## config.mk

```make
export PLATFORM = sky130hd
export DESIGN_NAME = ecp_top
export DESIGN_NICKNAME = d
export VERILOG_FILES = /design/src/ecp_pkg.sv /design/src/ecp_deadband.sv /design/src/ecp_top.sv
export VERILOG_INCLUDE_DIRS = /design/src
export SDC_FILE = /design/constraint.sdc
export NUM_CORES = 1
export LEC_CHECK = 0
export BUFFER_PORTS_ARGS = -buffer_cell sky130_fd_sc_hd__buf_2
export CAP_MARGIN = 20
export CORE_MARGIN = 1.5
export CORE_UTILIZATION = 35
export CTS_CLUSTER_SIZE = 10
export DETAILED_ROUTE_END_ITERATION = 8
export PLACE_DENSITY = 0.55
export SYNTH_ARGS = -nofsm -noshare
export SYNTH_HDL_FRONTEND = slang
export SYNTH_SLANG_ARGS = --single-unit
```

## constraint.sdc

```tcl
create_clock -name clock_i -period 5.4 [get_ports clock_i]
set_input_delay 1.08 -clock clock_i [delete_from_list [all_inputs] [get_ports clock_i]]
set_output_delay 1.08 -clock clock_i [all_outputs]
set_load 0.01 [all_outputs]
```

## src/ecp_regs.svh

```systemverilog
// Register offsets, field positions, codes and reset values of the enhanced CCP/PWM unit.
`ifndef ECP_REGS_SVH
`define ECP_REGS_SVH

// ****************************************
// Register byte offsets
// ****************************************
`define ECP_ADDR_UMC 5'h00
`define ECP_ADDR_DHB 5'h04
`define ECP_ADDR_TBS 5'h08
`define ECP_ADDR_ASC 5'h0C
`define ECP_ADDR_EPC 5'h10
`define ECP_ADDR_CAP 5'h14
`define ECP_ADDR_CMP 5'h18
`define ECP_ADDR_FLG 5'h1C

// ****************************************
// Field positions
// ****************************************
`define ECP_UMC_MODE 3:0
`define ECP_UMC_DUTYLO 5:4
`define ECP_UMC_BRIDGE 7:6
`define ECP_MODE_CLASS 3:2
`define ECP_TBS_ONE 1:0
`define ECP_ASC_STATUS 7
`define ECP_ASC_SRC 6:4
`define ECP_ASC_PAIR1 3:2
`define ECP_ASC_PAIR2 1:0
`define ECP_EPC_RESTART 7
`define ECP_EPC_DELAY 6:0
`define ECP_PSS_TRI 1
`define ECP_PSS_LVL 0
`define ECP_POL_AC 1
`define ECP_POL_BD 0
`define ECP_SRC_C1 0
`define ECP_SRC_C2 1
`define ECP_SRC_FLT 2
`define ECP_FLG_MATCH 0
`define ECP_BE_LO 0
`define ECP_BE_HI 1

// ****************************************
// Mode, bridge and timebase codes
// ****************************************
`define ECP_M_OFF 4'h0
`define ECP_M_TOGGLE 4'h2
`define ECP_M_CAP_FALL 4'h4
`define ECP_M_CAP_RISE 4'h5
`define ECP_M_CAP_4 4'h6
`define ECP_M_CAP_16 4'h7
`define ECP_M_CMP_SET 4'h8
`define ECP_M_CMP_CLR 4'h9
`define ECP_M_CMP_SOFT 4'hA
`define ECP_M_CMP_SPEC 4'hB
`define ECP_CLASS_CAP 2'h1
`define ECP_CLASS_CMP 2'h2
`define ECP_CLASS_PWM 2'h3
`define ECP_BR_SINGLE 2'h0
`define ECP_BR_FWD 2'h1
`define ECP_BR_HALF 2'h2
`define ECP_BR_REV 2'h3
`define ECP_TB_ONE 2'h0
`define ECP_TB_TWO 2'h1
`define ECP_TB_THREE 2'h2

// ****************************************
// Counts and reset values
// ****************************************
`define ECP_PRE4_LAST 4'h3
`define ECP_PRE16_LAST 4'hF
`define ECP_PRE_ZERO 4'h0
`define ECP_PRE_ONE 4'h1
`define ECP_QDIV_LAST 2'h3
`define ECP_QDIV_ZERO 2'h0
`define ECP_QDIV_ONE 2'h1
`define ECP_DLY_ZERO 7'h00
`define ECP_DLY_ONE 7'h01
`define ECP_RST8 8'h00
`define ECP_RST7 7'h00
`define ECP_RST10 10'h000
`define ECP_RST16 16'h0000
`define ECP_RST32 32'h00000000
`define ECP_PINS_OFF 4'hF
`define ECP_PINS_LOW 4'h0

`endif

```

## src/ecp_pkg.sv

```systemverilog
// Types shared by the enhanced CCP/PWM unit.
package ecp_pkg;
  typedef enum logic [1:0] {
    ecp_f_off,
    ecp_f_capture,
    ecp_f_compare,
    ecp_f_pwm
  } ecp_func_t;
  typedef logic [3:0] ecp_pins_t;
endpackage

```

## src/ecp_deadband.sv

```systemverilog
// Delay of the active-going edge of one output by a count of quarter-clock ticks.
`timescale 1ns/100ps
`include "ecp_regs.svh"
module ecp_deadband (
  // Clock and reset
  input wire logic clock_i,
  input wire logic rst_i,
  // Quarter-clock tick and delay
  input wire logic tick_i,
  input wire logic [6:0] delay_i,
  // Level in and delayed level out
  input wire logic level_i,
  output logic level_o
);
  logic [6:0] count_reg;
  logic out_reg;

  // The falling edge passes at once so the two sides of a pair never overlap.
  always_ff @(posedge clock_i or posedge rst_i) begin
    if (rst_i) begin
      count_reg <= `ECP_DLY_ZERO;
      out_reg <= 1'b0;
    end else if (!level_i) begin
      count_reg <= `ECP_DLY_ZERO;
      out_reg <= 1'b0;
    end else if (!out_reg) begin
      if (count_reg == delay_i) begin
        out_reg <= 1'b1;
      end else if (tick_i) begin
        count_reg <= count_reg + `ECP_DLY_ONE;
      end
    end
  end

  assign level_o = out_reg;
endmodule // ecp_deadband

```

## src/ecp_top.sv

```systemverilog
// Enhanced capture/compare/PWM unit with auto-shutdown and an Avalon-MM register slave.
`timescale 1ns/100ps
`include "ecp_regs.svh"
module ecp_top (
  // Clock and reset
  input wire logic clock_i,
  input wire logic rst_i,
  // Avalon-MM slave
  input wire logic [4:0] address_i,
  input wire logic read_i,
  input wire logic write_i,
  input wire logic [31:0] writedata_i,
  input wire logic [3:0] byteenable_i,
  output logic [31:0] readdata_o,
  output logic waitrequest_o,
  // Timers
  input wire logic [15:0] timer_value_i,
  input wire logic [9:0] tb0_count_i,
  input wire logic tb0_reload_i,
  input wire logic [9:0] tb1_count_i,
  input wire logic tb1_reload_i,
  input wire logic [9:0] tb2_count_i,
  input wire logic tb2_reload_i,
  // Capture input, shutdown sources and ADC enable
  input wire logic output_a_i,
  input wire logic cmp1_i,
  input wire logic cmp2_i,
  input wire logic fault_input_n_i,
  input wire logic adc_enabled_i,
  // Output pins
  output logic output_a_o,
  output logic output_a_oe_n_o,
  output logic output_b_o,
  output logic output_b_oe_n_o,
  output logic output_c_o,
  output logic output_c_oe_n_o,
  output logic output_d_o,
  output logic output_d_oe_n_o,
  // Events
  output logic match_flag_o,
  output logic timer_reset_o,
  output logic adc_start_o
);
  // ****************************************
  // Declarations
  // ****************************************
  logic waitrequest_reg;
  logic [31:0] readdata_reg;
  logic [31:0] rd_data;
  logic wr_go;
  logic wr_lo;
  logic [7:0] umc_reg;
  logic [7:0] dhb_reg;
  logic [7:0] tbs_reg;
  logic [6:0] asc_reg;
  logic [7:0] epc_reg;
  logic [15:0] cap_reg;
  logic [15:0] cmp_reg;
  logic shutdown_status_reg;
  logic match_flag_reg;
  logic [3:0] mode;
  logic [3:0] mode_prev_reg;
  logic mode_new;
  ecp_pkg::ecp_func_t func;
  logic pin_prev_reg;
  logic pin_rise;
  logic pin_fall;
  logic [3:0] pre_reg;
  logic cap_evt;
  logic eq_prev_reg;
  logic match_evt;
  logic cmp_flag_evt;
  logic spec_evt;
  logic cmp_out_reg;
  logic [2:0] src_vec;
  logic sd_src;
  logic [9:0] duty_latch_reg;
  logic [9:0] tb_count;
  logic tb_reload;
  logic tb_valid;
  logic pwm_level;
  logic [1:0] qdiv_reg;
  logic qtick;
  ecp_pkg::ecp_pins_t act;
  ecp_pkg::ecp_pins_t drv;
  ecp_pkg::ecp_pins_t dly;
  ecp_pkg::ecp_pins_t pin_next;
  ecp_pkg::ecp_pins_t oe_n_next;
  ecp_pkg::ecp_pins_t pin_reg;
  ecp_pkg::ecp_pins_t oe_n_reg;
  logic timer_reset_reg;
  logic adc_start_reg;

  // ****************************************
  // Avalon-MM slave
  // ****************************************
  // Every access takes two cycles; the fixed answer keeps the slave free of stall paths.
  assign wr_go = write_i && !waitrequest_reg;
  assign wr_lo = wr_go && byteenable_i[`ECP_BE_LO];

  always_ff @(posedge clock_i or posedge rst_i) begin
    if (rst_i) begin
      waitrequest_reg <= 1'b1;
      readdata_reg <= `ECP_RST32;
    end else if ((read_i || write_i) && waitrequest_reg) begin
      waitrequest_reg <= 1'b0;
      readdata_reg <= rd_data;
    end else begin
      waitrequest_reg <= 1'b1;
    end
  end

  always_comb begin
    rd_data = `ECP_RST32;
    case (address_i)
      `ECP_ADDR_UMC: rd_data[7:0] = umc_reg;
      `ECP_ADDR_DHB: rd_data[7:0] = dhb_reg;
      `ECP_ADDR_TBS: rd_data[7:0] = tbs_reg;
      `ECP_ADDR_ASC: rd_data[7:0] = {shutdown_status_reg, asc_reg};
      `ECP_ADDR_EPC: rd_data[7:0] = epc_reg;
      `ECP_ADDR_CAP: rd_data[15:0] = cap_reg;
      `ECP_ADDR_CMP: rd_data[15:0] = cmp_reg;
      `ECP_ADDR_FLG: rd_data[`ECP_FLG_MATCH] = match_flag_reg;
      default: rd_data = `ECP_RST32;
    endcase
  end

  always_ff @(posedge clock_i or posedge rst_i) begin
    if (rst_i) begin
      umc_reg <= `ECP_RST8;
      dhb_reg <= `ECP_RST8;
      tbs_reg <= `ECP_RST8;
      asc_reg <= `ECP_RST7;
      epc_reg <= `ECP_RST8;
    end else if (wr_lo) begin
      case (address_i)
        `ECP_ADDR_UMC: umc_reg <= writedata_i[7:0];
        `ECP_ADDR_DHB: dhb_reg <= writedata_i[7:0];
        `ECP_ADDR_TBS: tbs_reg <= writedata_i[7:0];
        `ECP_ADDR_ASC: asc_reg <= writedata_i[6:0];
        `ECP_ADDR_EPC: epc_reg <= writedata_i[7:0];
        default: umc_reg <= umc_reg;
      endcase
    end
  end

  always_ff @(posedge clock_i or posedge rst_i) begin
    if (rst_i) begin
      cmp_reg <= `ECP_RST16;
    end else if (wr_go && address_i == `ECP_ADDR_CMP) begin
      if (byteenable_i[`ECP_BE_LO]) cmp_reg[7:0] <= writedata_i[7:0];
      if (byteenable_i[`ECP_BE_HI]) cmp_reg[15:8] <= writedata_i[15:8];
    end
  end

  // ****************************************
  // Mode decode
  // ****************************************
  assign mode = umc_reg[`ECP_UMC_MODE];
  assign mode_new = mode != mode_prev_reg;

  always_comb begin
    case (mode[`ECP_MODE_CLASS])
      `ECP_CLASS_CAP: func = ecp_pkg::ecp_f_capture;
      `ECP_CLASS_CMP: func = ecp_pkg::ecp_f_compare;
      `ECP_CLASS_PWM: func = ecp_pkg::ecp_f_pwm;
      default: func = (mode == `ECP_M_TOGGLE) ? ecp_pkg::ecp_f_compare
                                              : ecp_pkg::ecp_f_off;
    endcase
  end

  always_ff @(posedge clock_i or posedge rst_i) begin
    if (rst_i) begin
      mode_prev_reg <= `ECP_M_OFF;
    end else begin
      mode_prev_reg <= mode;
    end
  end

  // ****************************************
  // Capture
  // ****************************************
  assign pin_rise = output_a_i && !pin_prev_reg;
  assign pin_fall = !output_a_i && pin_prev_reg;

  always_comb begin
    case (mode)
      `ECP_M_CAP_FALL: cap_evt = pin_fall;
      `ECP_M_CAP_RISE: cap_evt = pin_rise;
      `ECP_M_CAP_4: cap_evt = pin_rise && pre_reg == `ECP_PRE4_LAST;
      `ECP_M_CAP_16: cap_evt = pin_rise && pre_reg == `ECP_PRE16_LAST;
      default: cap_evt = 1'b0;
    endcase
  end

  always_ff @(posedge clock_i or posedge rst_i) begin
    if (rst_i) begin
      pin_prev_reg <= 1'b0;
      pre_reg <= `ECP_PRE_ZERO;
      cap_reg <= `ECP_RST16;
    end else begin
      pin_prev_reg <= output_a_i;
      if (mode == `ECP_M_OFF || mode_new) begin
        pre_reg <= `ECP_PRE_ZERO;
      end else if (pin_rise && (mode == `ECP_M_CAP_4 || mode == `ECP_M_CAP_16)) begin
        pre_reg <= cap_evt ? `ECP_PRE_ZERO : pre_reg + `ECP_PRE_ONE;
      end
      if (cap_evt) cap_reg <= timer_value_i;
    end
  end

  // ****************************************
  // Compare
  // ****************************************
  // Only the first cycle of equality counts, so a stalled timer gives one event.
  assign match_evt = func == ecp_pkg::ecp_f_compare && timer_value_i == cmp_reg && !eq_prev_reg;
  assign cmp_flag_evt = match_evt && mode != `ECP_M_TOGGLE;
  assign spec_evt = match_evt && mode == `ECP_M_CMP_SPEC;

  always_ff @(posedge clock_i or posedge rst_i) begin
    if (rst_i) begin
      eq_prev_reg <= 1'b0;
      cmp_out_reg <= 1'b0;
    end else begin
      eq_prev_reg <= timer_value_i == cmp_reg;
      if (mode == `ECP_M_OFF) begin
        cmp_out_reg <= 1'b0;
      end else if (mode_new && mode == `ECP_M_CMP_SET) begin
        cmp_out_reg <= 1'b0;
      end else if (mode_new && mode == `ECP_M_CMP_CLR) begin
        cmp_out_reg <= 1'b1;
      end else if (match_evt) begin
        case (mode)
          `ECP_M_TOGGLE: cmp_out_reg <= !cmp_out_reg;
          `ECP_M_CMP_SET: cmp_out_reg <= 1'b1;
          `ECP_M_CMP_CLR: cmp_out_reg <= 1'b0;
          default: cmp_out_reg <= cmp_out_reg;
        endcase
      end
    end
  end

  always_ff @(posedge clock_i or posedge rst_i) begin
    if (rst_i) begin
      timer_reset_reg <= 1'b0;
      adc_start_reg <= 1'b0;
    end else begin
      timer_reset_reg <= spec_evt;
      adc_start_reg <= spec_evt && adc_enabled_i;
    end
  end

  // Set wins over a software clear in the same cycle.
  always_ff @(posedge clock_i or posedge rst_i) begin
    if (rst_i) begin
      match_flag_reg <= 1'b0;
    end else if (cap_evt || cmp_flag_evt) begin
      match_flag_reg <= 1'b1;
    end else if (wr_lo && address_i == `ECP_ADDR_FLG && writedata_i[`ECP_FLG_MATCH]) begin
      match_flag_reg <= 1'b0;
    end
  end

  // ****************************************
  // Auto-shutdown
  // ****************************************
  assign src_vec[`ECP_SRC_C1] = cmp1_i;
  assign src_vec[`ECP_SRC_C2] = cmp2_i;
  assign src_vec[`ECP_SRC_FLT] = !fault_input_n_i;
  assign sd_src = |(asc_reg[`ECP_ASC_SRC] & src_vec);

  // Software may not clear the status while the source is still present.
  always_ff @(posedge clock_i or posedge rst_i) begin
    if (rst_i) begin
      shutdown_status_reg <= 1'b0;
    end else if (sd_src) begin
      shutdown_status_reg <= 1'b1;
    end else if (wr_lo && address_i == `ECP_ADDR_ASC) begin
      shutdown_status_reg <= writedata_i[`ECP_ASC_STATUS];
    end else if (epc_reg[`ECP_EPC_RESTART]) begin
      shutdown_status_reg <= 1'b0;
    end
  end

  // ****************************************
  // PWM timebase and duty
  // ****************************************
  always_comb begin
    tb_count = tb0_count_i;
    tb_reload = tb0_reload_i;
    tb_valid = 1'b1;
    case (tbs_reg[`ECP_TBS_ONE])
      `ECP_TB_ONE: tb_count = tb0_count_i;
      `ECP_TB_TWO: begin
        tb_count = tb1_count_i;
        tb_reload = tb1_reload_i;
      end
      `ECP_TB_THREE: begin
        tb_count = tb2_count_i;
        tb_reload = tb2_reload_i;
      end
      default: begin
        tb_reload = 1'b0;
        tb_valid = 1'b0;
      end
    endcase
  end

  // Duty is taken at the period start so a write never gives a torn pulse.
  always_ff @(posedge clock_i or posedge rst_i) begin
    if (rst_i) begin
      duty_latch_reg <= `ECP_RST10;
    end else if (func != ecp_pkg::ecp_f_pwm) begin
      duty_latch_reg <= `ECP_RST10;
    end else if (tb_reload) begin
      duty_latch_reg <= {dhb_reg, umc_reg[`ECP_UMC_DUTYLO]};
    end
  end

  assign pwm_level = tb_valid && tb_count < duty_latch_reg;

  always_ff @(posedge clock_i or posedge rst_i) begin
    if (rst_i) begin
      qdiv_reg <= `ECP_QDIV_ZERO;
    end else begin
      qdiv_reg <= qdiv_reg + `ECP_QDIV_ONE;
    end
  end

  assign qtick = qdiv_reg == `ECP_QDIV_LAST;

  // ****************************************
  // Output steering and dead-band
  // ****************************************
  always_comb begin
    act = `ECP_PINS_LOW;
    drv = `ECP_PINS_LOW;
    if (func == ecp_pkg::ecp_f_pwm) begin
      case (umc_reg[`ECP_UMC_BRIDGE])
        `ECP_BR_SINGLE: begin
          act = {3'h0, pwm_level};
          drv = 4'h1;
        end
        `ECP_BR_HALF: begin
          act = {2'h0, !pwm_level, pwm_level};
          drv = 4'h3;
        end
        `ECP_BR_FWD: begin
          act = {pwm_level, 3'h1};
          drv = `ECP_PINS_OFF;
        end
        default: begin
          act = {1'b0, 1'b1, pwm_level, 1'b0};
          drv = `ECP_PINS_OFF;
        end
      endcase
    end
  end

  genvar gi;
  generate
    for (gi = 0; gi < 4; gi = gi + 1) begin : g_db
      ecp_deadband u_db (
        .clock_i(clock_i),
        .rst_i(rst_i),
        .tick_i(qtick),
        .delay_i(epc_reg[`ECP_EPC_DELAY]),
        .level_i(act[gi]),
        .level_o(dly[gi])
      );
    end
  endgenerate

  always_comb begin
    pin_next = `ECP_PINS_LOW;
    oe_n_next = `ECP_PINS_OFF;
    if (func == ecp_pkg::ecp_f_compare) begin
      pin_next[0] = cmp_out_reg;
      oe_n_next[0] = mode == `ECP_M_CMP_SOFT || mode == `ECP_M_CMP_SPEC;
    end else if (func == ecp_pkg::ecp_f_pwm) begin
      for (int i = 0; i < 4; i++) begin
        if (drv[i] && shutdown_status_reg && (i == 0 || i == 2)) begin
          pin_next[i] = asc_reg[`ECP_ASC_PAIR1] == 2'h1;
          oe_n_next[i] = asc_reg[2 + `ECP_PSS_TRI];
        end else if (drv[i] && shutdown_status_reg) begin
          pin_next[i] = asc_reg[`ECP_ASC_PAIR2] == 2'h1;
          oe_n_next[i] = asc_reg[`ECP_PSS_TRI];
        end else if (drv[i]) begin
          pin_next[i] = dly[i] ^ mode[(i == 0 || i == 2) ? `ECP_POL_AC : `ECP_POL_BD];
          oe_n_next[i] = 1'b0;
        end
      end
    end
  end

  always_ff @(posedge clock_i or posedge rst_i) begin
    if (rst_i) begin
      pin_reg <= `ECP_PINS_LOW;
      oe_n_reg <= `ECP_PINS_OFF;
    end else begin
      pin_reg <= pin_next;
      oe_n_reg <= oe_n_next;
    end
  end

  assign readdata_o = readdata_reg;
  assign waitrequest_o = waitrequest_reg;
  assign output_a_o = pin_reg[0];
  assign output_a_oe_n_o = oe_n_reg[0];
  assign output_b_o = pin_reg[1];
  assign output_b_oe_n_o = oe_n_reg[1];
  assign output_c_o = pin_reg[2];
  assign output_c_oe_n_o = oe_n_reg[2];
  assign output_d_o = pin_reg[3];
  assign output_d_oe_n_o = oe_n_reg[3];
  assign match_flag_o = match_flag_reg;
  assign timer_reset_o = timer_reset_reg;
  assign adc_start_o = adc_start_reg;
endmodule // ecp_top

```

# Word level (Yosys, flattened, before mapping)
# Index checks and enable logic that the tools add are counted.
# Widths: inputs -> output; s select.
# word_totals
output_inout_bits	44
input_bits	99
word_cells	232
regBits	155
# classes
n_addsub	6
order_cmp	1
eq_ne	50
bitwise	5
n_reduce_logical	60
muxes	79
# op_table
cell	count
$mux 7	16
$pmux 7 s7	1
$mux 1	41
$add 7x1->7 const B	4
$eq 7x7->1	4
$mux 4	7
$logic_and 1x1->1	24
$eq 4x4->1 const B	5
$eq 5x5->1 const B	4
$mux 10	2
$pmux 10 s2	1
$ne 2x2->1 const B	9
$eq 16x16->1	1
$eq 4x3->1 const B	4
$pmux 8 s2	1
$reduce_and 2->1	8
$eq 2x2->1 const B	7
$pmux 4 s3	1
$reduce_and 3->1	4
$eq 2x1->1 const B	5
$eq 5x4->1 const B	2
$lt 10x10->1	1
$eq 4x2->1 const B	2
$ne 2x1->1 const B	4
24 further kinds	43

# Depth between registers and ports, before layout
# Gate-level depths: netlist of run 1.
# logic_depth
ltp_word	10
depth_mapped	13
depth_no_buf	10

# Hierarchy
# From an unflattened synthesis of run 1, not the netlist that was laid out.
# hier_totals
cells_unflattened	755
area_unflattened_um2	8383.0
# by_module_without_submodules
module	cells_each	seq_area_each_um2	instances	area_per_inst_um2
ecp_top	551	3084.2	1	6296.0
ecp_deadband	51	200.2	4	521.8

# Worst setup path after synthesis of run 1
# No wires, ideal clock.
# synth_timing
path_kind	reg-to-reg
start	register tbs_reg[0]
end	register g_db[1].u_db.count_reg[6]
setup_slack_ns	2.440
stages_incl_launch_ff	13
arrival_ns	2.856
required_time_ns	5.296
n_path_buf	3
setup_time_ns	0.104
period_less_slack_ns	2.960
cell_sequence	dfrtp_1 -> inv_1 -> ha_1 -> clkbuf_1 -> buf_1 -> a21oi_1 -> ha_1 -> nand4_1 -> a311oi_1 -> a211oi_1 -> or3_1 -> clkbuf_1 -> a221oi_1
# synth_via
elab_chain_cells	9
elab_cells_between_ends	16
classes_between	order compare (1); eq/ne (5); mux (5); reduce/logical (5)
# synth_rtl
element	line	text
from (decl)	ecp_top.sv:54	logic [7:0] tbs_reg;
from (signal assigned)	ecp_top.sv:132	tbs_reg <= `ECP_RST8;
from (signal assigned)	ecp_top.sv:139	`ECP_ADDR_TBS: tbs_reg <= writedata_i[7:0];
$eq 2x2->1 (tied with other cells)	ecp_top.sv:292	case (tbs_reg[`ECP_TBS_ONE])
$pmux 10 s2 or $reduce_or 3->1 (tied branches)	--	
$lt 10x10->1 or $mux 1 (tied branches)	ecp_top.sv:320, ecp_top.sv:292	
$logic_and 1x1->1 *	ecp_top.sv:320	assign pwm_level = tb_valid && tb_count < duty_latch_reg;
$logic_not 1->1	ecp_top.sv:345	act = {2'h0, !pwm_level, pwm_level};
$pmux 4 s3 *	ecp_top.sv:339	case (umc_reg[`ECP_UMC_BRIDGE])
$mux 4 *	ecp_top.sv:338	if (func == ecp_pkg::ecp_f_pwm) begin
$ne 2x2->1 (no line) or $ne 2x1->1 (tied branches)	--	
$reduce_and 3->1 (no line)	--	
to (signal assigned)	ecp_deadband.sv:21	count_reg <= `ECP_DLY_ZERO;
to (signal assigned)	ecp_deadband.sv:24	count_reg <= `ECP_DLY_ZERO;
to (signal assigned)	ecp_deadband.sv:30	count_reg <= count_reg + `ECP_DLY_ONE;
to (decl)	ecp_deadband.sv:15	logic [6:0] count_reg;
# Every way passes the cells marked *; elsewhere a longest branch is shown, timed or not.
# A chain may end at the register's enable or synchronous reset.

# Final worst setup path of run 1
# Same ends and word-level chain as after synthesis.

==> results of run 1 <==
final cells by class:
type,instances,area (um2),share of cell area
Multi-Input combinational cell,534,4040,0.421
Sequential cell,155,3880,0.405
Timing Repair Buffer,113,578,0.0603
Clock buffer,20,457,0.0476
Tap cell,319,399,0.0416
Clock inverter,12,136,0.0142
Inverter,24,95.1,0.00992
critical path, cell delays in order (launching register included):
cell,delay (ns)
dfrtp_1,0.47
inv_1,0.09
ha_1,0.64
nor2_1,0.10
a21oi_1,0.15
ha_1,0.26
a211oi_1,0.28
o22ai_1,0.13
a211oi_1,0.49
o21ai_1,0.33
a221oi_1,0.35
how the worst max path moves through the flow:
stage                         startpoint  slack, ns                        end
after floorplan                    rst_i       0.15                adc_start_o
after global placement    tb2_count_i[3]       2.01  g_db[0].u_db.count_reg[1]
after detailed placement  tb2_count_i[3]       1.95  g_db[1].u_db.count_reg[6]
after CTS                     tbs_reg[0]       1.99  g_db[1].u_db.count_reg[6]
after global routing          tbs_reg[0]       1.58  g_db[1].u_db.count_reg[6]
final                         tbs_reg[0]       2.00  g_db[1].u_db.count_reg[6]
routing by layer:
layer  track usage  vias to the layer above  share of wire
met5             0                        -              0
met4        0.0567                        0          0.016
met3        0.0282                       23          0.034
met2         0.265                      127           0.45
met1         0.253                     2930           0.50
li1              -                     2873              -
through the flow:
step	setup WS (ns)	power [mW]	utilization	cell area, um2
CTS	1.99	3.02	0.411	9590
floorplan	0.150	1.67	-	8310
global placement	2.01	1.80	0.386	9000
finish	2.00	2.99	0.411	9590
global route	1.58	3.13	0.411	9590
detailed placement	1.95	1.81	0.386	9000
power by group:
group | switching, mW | internal, mW
logic | 0.241 | 0.208
clock network | 0.492 | 0.709
registers | 0.0939 | 1.25
total | 0.826 | 2.16
logic make-up (layout without fill, tap and decap cells):
kind of cell,count (synthesis),count (layout),synth area share
adder cells (fa/ha/maj),19,19,0.0288
AND/OR/NAND/NOR,185,185,0.112
buffers and inverters,76,169,0.0474
other,1,16,0.000454
multiplexers,101,101,0.151
XOR/XNOR,71,71,0.0753
flip-flops,155,155,0.471
AO/OA/AOI/OAI,142,142,0.115
cells in the final DEF (no fill, tap or decap), types with 3 or more instances in the layout:
cell / instances
nand2b_1: 3
nand3b_1: 3
conb_1: 16
a21oi_1: 24
clkinvlp_4: 3
o21ai_0: 32
mux2_2: 61
nor4_1: 3
xor2_1: 24
nor2_1: 54
and3_1: 3
xnor2_1: 47
mux2_4: 9
mux4_2: 9
inv_6: 4
nor2b_1: 4
clkbuf_16: 17
buf_2: 108
nand2_1: 40
nor3_1: 15
o211ai_1: 4
o22ai_1: 3
ha_1: 19
nand3_1: 17
inv_1: 23
a21o_1: 3
a22oi_1: 27
a2111oi_0: 8
a211oi_1: 20
and2_1: 4
dfstp_2: 5
or3_1: 8
dfrtp_1: 150
mux2i_1: 22
buf_4: 5
nand4_1: 16
==> key figures, run 1 <==
Place
  • IO Port Bufs: 108
  • GPL Wtd Cong: 0.827
  • Placed Cells: 1145
  • DP HPWL: 14800 um

Synth
  • Sequential-to-total area share from yosys stat: 0.471
  • #FFs+latches synth: 155
  • Fraction of registers with async set/reset: 1.00
  • Top_reg_cell synth: dfrtp_1
  • Area of the mapped netlist: 8260 um2
  • Yosys top cell area share: 0.455
  • Synth area leaders: dfrtp_1 45%, mux2_2 8.3%, xnor2_1 5.0%, ha_1 2.9%, mux2i_1 2.7%
  • Post-Synthesis Cells: 750
  • Commonest cells in the netlist: 150 x dfrtp_1, 61 x mux2_2, 54 x nor2_1, 47 x xnor2_1, 40 x nand2_1
  • Synth unique cells: 62
  • YS warnings: 0
  • Syn Area/Cell: 11.0 um2
  • Cell taking the most area after synthesis: dfrtp_1
  • EDFF count, synth: 0
  • Most common cell in the netlist: dfrtp_1

Timing
  • Final Slew Violations: 0
  • Post-route minimum period: 3.40 ns
  • Unrepaired setup endpoints after global routing: no
  • Slew @ Worst Pin: 1.07 ns
  • FMAX: 0.294 GHz
  • Setup Skew: 0.0118 ns
  • Slew HR: 0.284
  • Setup TNS: 0 ns
  • Min Hold Slack: 0.421 ns
  • Fin. Hold Viols: 0
  • Final worst path period share: 0.630
  • Setup Viol. Count Final: 0

CTS
  • H-tree depth: 4
  • Clock buffer count from CTS: 17
  • Clock Path Buffers: 2
  • Clock root buffer: clkbuf_16
  • Clk slew on worst S/H paths: 0.07 ns
  • Post-CTS Setup Repair Bufs: 0
  • CTS tree: yes
  • Clk_lat worst skew: 0.43 ns
  • Num Clock Sinks: 155
  • Resize count post-CTS: 0
  • Hold buffer count at CTS: 0

Routing
  • Iter 0 DRT Violations: 273
  • Post-route DRC: 0
  • Wire per inst: 17.2 um
  • Vias per inst: 5.06
  • Routed WL: 20300 um
  • Vias: 5953
  • First drt pass iteration count: 4
  • Post-DRT Antenna Nets: 0

Global route
  • Vias in the first global route: 5793
  • Global route overflow: 0
  • Largest net degree at the start of global routing: 71
  • First-pass GRT wire length: 32700 um
  • Gr usage total: 0.175
  • Initial antenna violation count: 0

Die
  • Initial core utilization: 0.354
  • Die Height: 157 um
  • Die Wd: 157 um
  • Die area: 24500 um2
  • IO Count: 143
  • Core area: 23300 um2
  • Cell Rows: 56

Power
  • Power per cell area: 312 nW/um2
  • Max VDD drop: 0.213 mV
  • Leakage: 4.33 nW

Setup path
  • Crit path DAT: 3.72 ns
  • Highest fanout seen on the critical path: 20
  • Setup CP Type: flop to flop
  • Reg-to-reg endpoint: g_db[1].u_db.count_reg[6]
  • Worst R2R Start: tbs_reg[0]
  • CP Launch Type: flop
  • Reg2reg path depth: 10
  • Worst endpoint required time: 5.72 ns
  • Setup crit end kind: flop
  • R2r setup slk: 2.00 ns

Cells and area
  • N_diodes: 0
  • Layout cells sized above 1: 0.277
  • Max FFs per register: 28
  • NumNets Final: 963
  • Number of fill cells: 2253
  • Non-Filler Instances: 1177
  • Syn-to-layout area delta: 16.2%

Job
  • Max Cap Viol: 0

Hold path
  • Hold_sp: qdiv_reg[0]
  • Hold depth: 1
  • Worst Hold Class: flop to flop
  • Worst Hold End: qdiv_reg[0]

Outcome
  • Status: finished, final reports clean
No activity file was read; power rests on OpenSTA's default activity.
==> run 2, diff against run 1 <==
--- a/config.mk
+++ b/config.mk
@@ -12,7 +12,7 @@
 export CORE_UTILIZATION = 35
 export CTS_CLUSTER_SIZE = 10
 export DETAILED_ROUTE_END_ITERATION = 8
-export PLACE_DENSITY = 0.55
+export PLACE_DENSITY = 0.53
 export SYNTH_ARGS = -nofsm -noshare
 export SYNTH_HDL_FRONTEND = slang
 export SYNTH_SLANG_ARGS = --single-unit
==> constraint.sdc (replaced) <==
create_clock -name clock_i -period 3.55 [get_ports clock_i]
set_input_delay 0.71 -clock clock_i [delete_from_list [all_inputs] [get_ports clock_i]]
set_output_delay 0.71 -clock clock_i [all_outputs]
set_load 0.01 [all_outputs]
==> key figures, run 2 (synthesis results as in run 1) <==
Outcome
  • Status: finished, final reports clean

Routing
  • Post-DRT Antenna Nets: 0 (unchanged)
  • Post-route DRC: 0 (unchanged)
  • Routed WL: 20600 um (+1.5%)
  • First drt pass iteration count: 4 (unchanged)
  • Vias per inst: 5.06 (about the same)
  • Iter 0 DRT Violations: 373 (+37%)
  • Vias: 6006 (+0.89%)
  • Wire per inst: 17.3 um (+0.67%)

Die
  • Die area: 24500 um2 (unchanged)
  • Initial core utilization: 0.354 (unchanged)
  • Cell Rows: 56 (unchanged)
  • Core area: 23300 um2 (unchanged)
  • Die Height: 157 um (unchanged)
  • Die Wd: 157 um (unchanged)
  • IO Count: 143 (unchanged)

Setup path
  • Reg2reg path depth: 10 (unchanged)
  • Worst Setup SP: tbs_reg[1]
  • Worst R2R Start: tbs_reg[1]
  • Crit-path cells: inv_1 > ha_2 > nor2_1 > a21oi_1 > ha_1 > a211oi_1 > o22ai_1 > a211oi_1 > o21ai_1 > a221oi_1
  • Setup CP Type: flop to flop
  • Reg-to-reg endpoint: g_db[1].u_db.count_reg[6]
  • CP peak stage delay: 0.52 ns (-0.12 ns)
  • Crit path DAT: 3.47 ns (-0.25 ns)
  • Slowest CP cell: ha_2
  • Crit path to: g_db[1].u_db.count_reg[6]
  • Worst endpoint required time: 3.87 ns (-1.85 ns)
  • Worst path most repeated cell: a211oi_1
  • Highest fanout seen on the critical path: 20 (unchanged)
  • CP Launch Type: flop
  • Setup crit end kind: flop
  • R2r setup slk: 0.40 ns (-1.59 ns)

CTS
  • Clk_lat worst skew: 0.42 ns (about the same)
  • Clk slew on worst S/H paths: 0.07 ns (about the same)
  • Clock buffer count from CTS: 17 (unchanged)
  • Clock Path Buffers: 2 (unchanged)
  • Resize count post-CTS: 0 (unchanged)
  • Num Clock Sinks: 155 (unchanged)
  • Clock root buffer: clkbuf_16
  • Post-CTS Setup Repair Bufs: 0 (unchanged)
  • H-tree depth: 4 (unchanged)
  • CTS tree: yes
  • Hold buffer count at CTS: 0 (unchanged)

Global route
  • Met2 GRT Util: 0.265 (unchanged)
  • Largest net degree at the start of global routing: 102 (+44%)
  • Vias in the first global route: 5805 (+0.21%)
  • First-pass GRT wire length: 32800 um (+0.55%)
  • Initial antenna violation count: 0 (unchanged)
  • Global route overflow: 0 (unchanged)
  • GRT met3 Usage: 0.0338 (+0.00554)
  • Gr usage total: 0.175 (+0.000698)
  • Grt peak-use layer: met2
  • GR Util met1: 0.258 (+0.00468)

Place
  • GPL Wtd Cong: 0.814 (-1.6%)
  • DP HPWL: 15100 um (+1.6%)
  • IO Port Bufs: 108 (unchanged)
  • Post-Place Setup Slack: 0.255 ns (-1.69 ns)

Cells and area
  • N_diodes: 0 (unchanged)
  • Number of fill cells: 2317 (+2.8%)
  • Area occupied by multi-input gates: 4040 um2 (about the same)
  • Most frequent cells in the layout: 150 x dfrtp_1, 108 x buf_2, 61 x mux2_2
  • Max FFs per register: 28 (unchanged)
  • NumNets Final: 973 (+1.0%)
  • Layout cells sized above 1: 0.288 (+0.0106)
  • Commonest non-fill, non-tap cell in the layout: dfrtp_1
  • Syn-to-layout area delta: 17.4%
  • Storage element area: 3880 um2 (unchanged)

Timing
  • Post-route minimum period: 3.15 ns (-0.257 ns)
  • Slew @ Worst Pin: 0.860 ns (-0.214 ns)
  • Unrepaired setup endpoints after global routing: no
  • Setup Viol. Count Final: 0 (unchanged)
  • Final Slew Violations: 0 (unchanged)
  • Fin. Hold Viols: 0 (unchanged)
  • FMAX: 0.318 GHz (+8.2%)
  • Slew HR: 0.422 (+0.138)
  • Final WS setup: 0.405 ns (-1.59 ns)
  • Final worst path period share: 0.886 (+0.256)
  • Setup Skew: 0.0102 ns (-0.00162 ns)
  • Setup TNS: 0 ns (unchanged)

Power
  • Power per cell area: 472 nW/um2 (+52%)
  • Max VDD drop: 0.331 mV (+55%)
  • Pint: 3.23 mW (+49%)
  • Power share of the clock group: 0.402 (about the same)
  • Switching Fraction: 0.294 (+0.0179)
  • Psw: 1.35 mW (+63%)
  • Leakage: 4.39 nW (+1.3%)
  • Logic pwr share: 0.154 (+0.004)
  • Flop pwr share: 0.444 (-0.004)

Job
  • Max Cap Viol: 0 (unchanged)

Hold path
  • Worst Hold Class: primary input to asynchronous set/reset pin
## run 2: cell count changes in the layout (fill, tap and decap cells not counted)
cell and delta:
clkinv_4 -2, clkbuf_8 -2, ha_2 +1, clkinv_2 -2
inv_8 +7, clkbuf_1 -1, clkinvlp_4 +1, bufinv_16 -1
buf_12 +2, buf_4 +8, ha_1 -1
## run 2: final cells by class
| class | count | area share |
|---|---|---|
| Clock buffer | 17 | 0.0439 |
| Tap cell | 319 | 0.0412 |
| Timing Repair Buffer | 123 | 0.0700 |
| Clock inverter | 15 | 0.0172 |
| Sequential cell | 155 | 0.401 |
| Inverter | 24 | 0.00968 |
| Multi-Input combinational cell | 534 | 0.417 |
## run 2: metal layers
layer / wire, um / vias up
li1: - / 2914
met1: 10200 / 2937
met4: 192 / 0
met3: 938 / 11
met5: 0 / -
met2: 9230 / 144
## run 2: power groups by stage
stage / clock [mW] / combinational, mW / sequential (mW)
3_5_place_dp: 0 / 0.709 / 2.07
2_1_floorplan: 0 / 0.552 / 1.99
3_3_place_gp: 0 / 0.700 / 2.06
6_report: 1.84 / 0.705 / 2.03
4_1_cts: 1.88 / 0.713 / 2.03
5_1_grt: 1.96 / 0.785 / 2.05
## run 2: worst min path at each step
| stage | from | to | slack [ns] | cells past startpoint |
|---|---|---|---|---|
| global route | rst_i | g_db[1].u_db.count_reg[1] | 0.19 | 2 |
| detailed placement | qdiv_reg[0] | qdiv_reg[0] | 0.42 | 1 |
| floorplan | umc_reg[1] | mode_prev_reg[1] | 0.37 | 0 |
| CTS | rst_i | g_db[1].u_db.count_reg[1] | 0.18 | 2 |
| global placement | qdiv_reg[0] | qdiv_reg[0] | 0.42 | 1 |
| finish | rst_i | g_db[1].u_db.count_reg[1] | 0.19 | 2 |
## run 2: critical path, delay by kind of cell (launching register included)
family,cells,cell delay (ns)
AOI/OAI and AO/OA,6,1.62
adders and majority gates,2,0.78
DFF,1,0.46
buffers and inverters,1,0.10
and+or+nand+nor,1,0.08
## run 2: per-stage QoR
step                total power, mW  utilization  instances  hold WS, ns  area (um2)
floorplan                      2.54            -        765        0.374        8320
global placement               2.76        0.390       1155        0.416        9100
detailed placement             2.78        0.390       1155        0.417        9100
CTS                            4.63        0.415       1187        0.182        9690
global route                   4.79        0.415       1187        0.191        9690
finish                         4.58        0.415       1187        0.190        9690
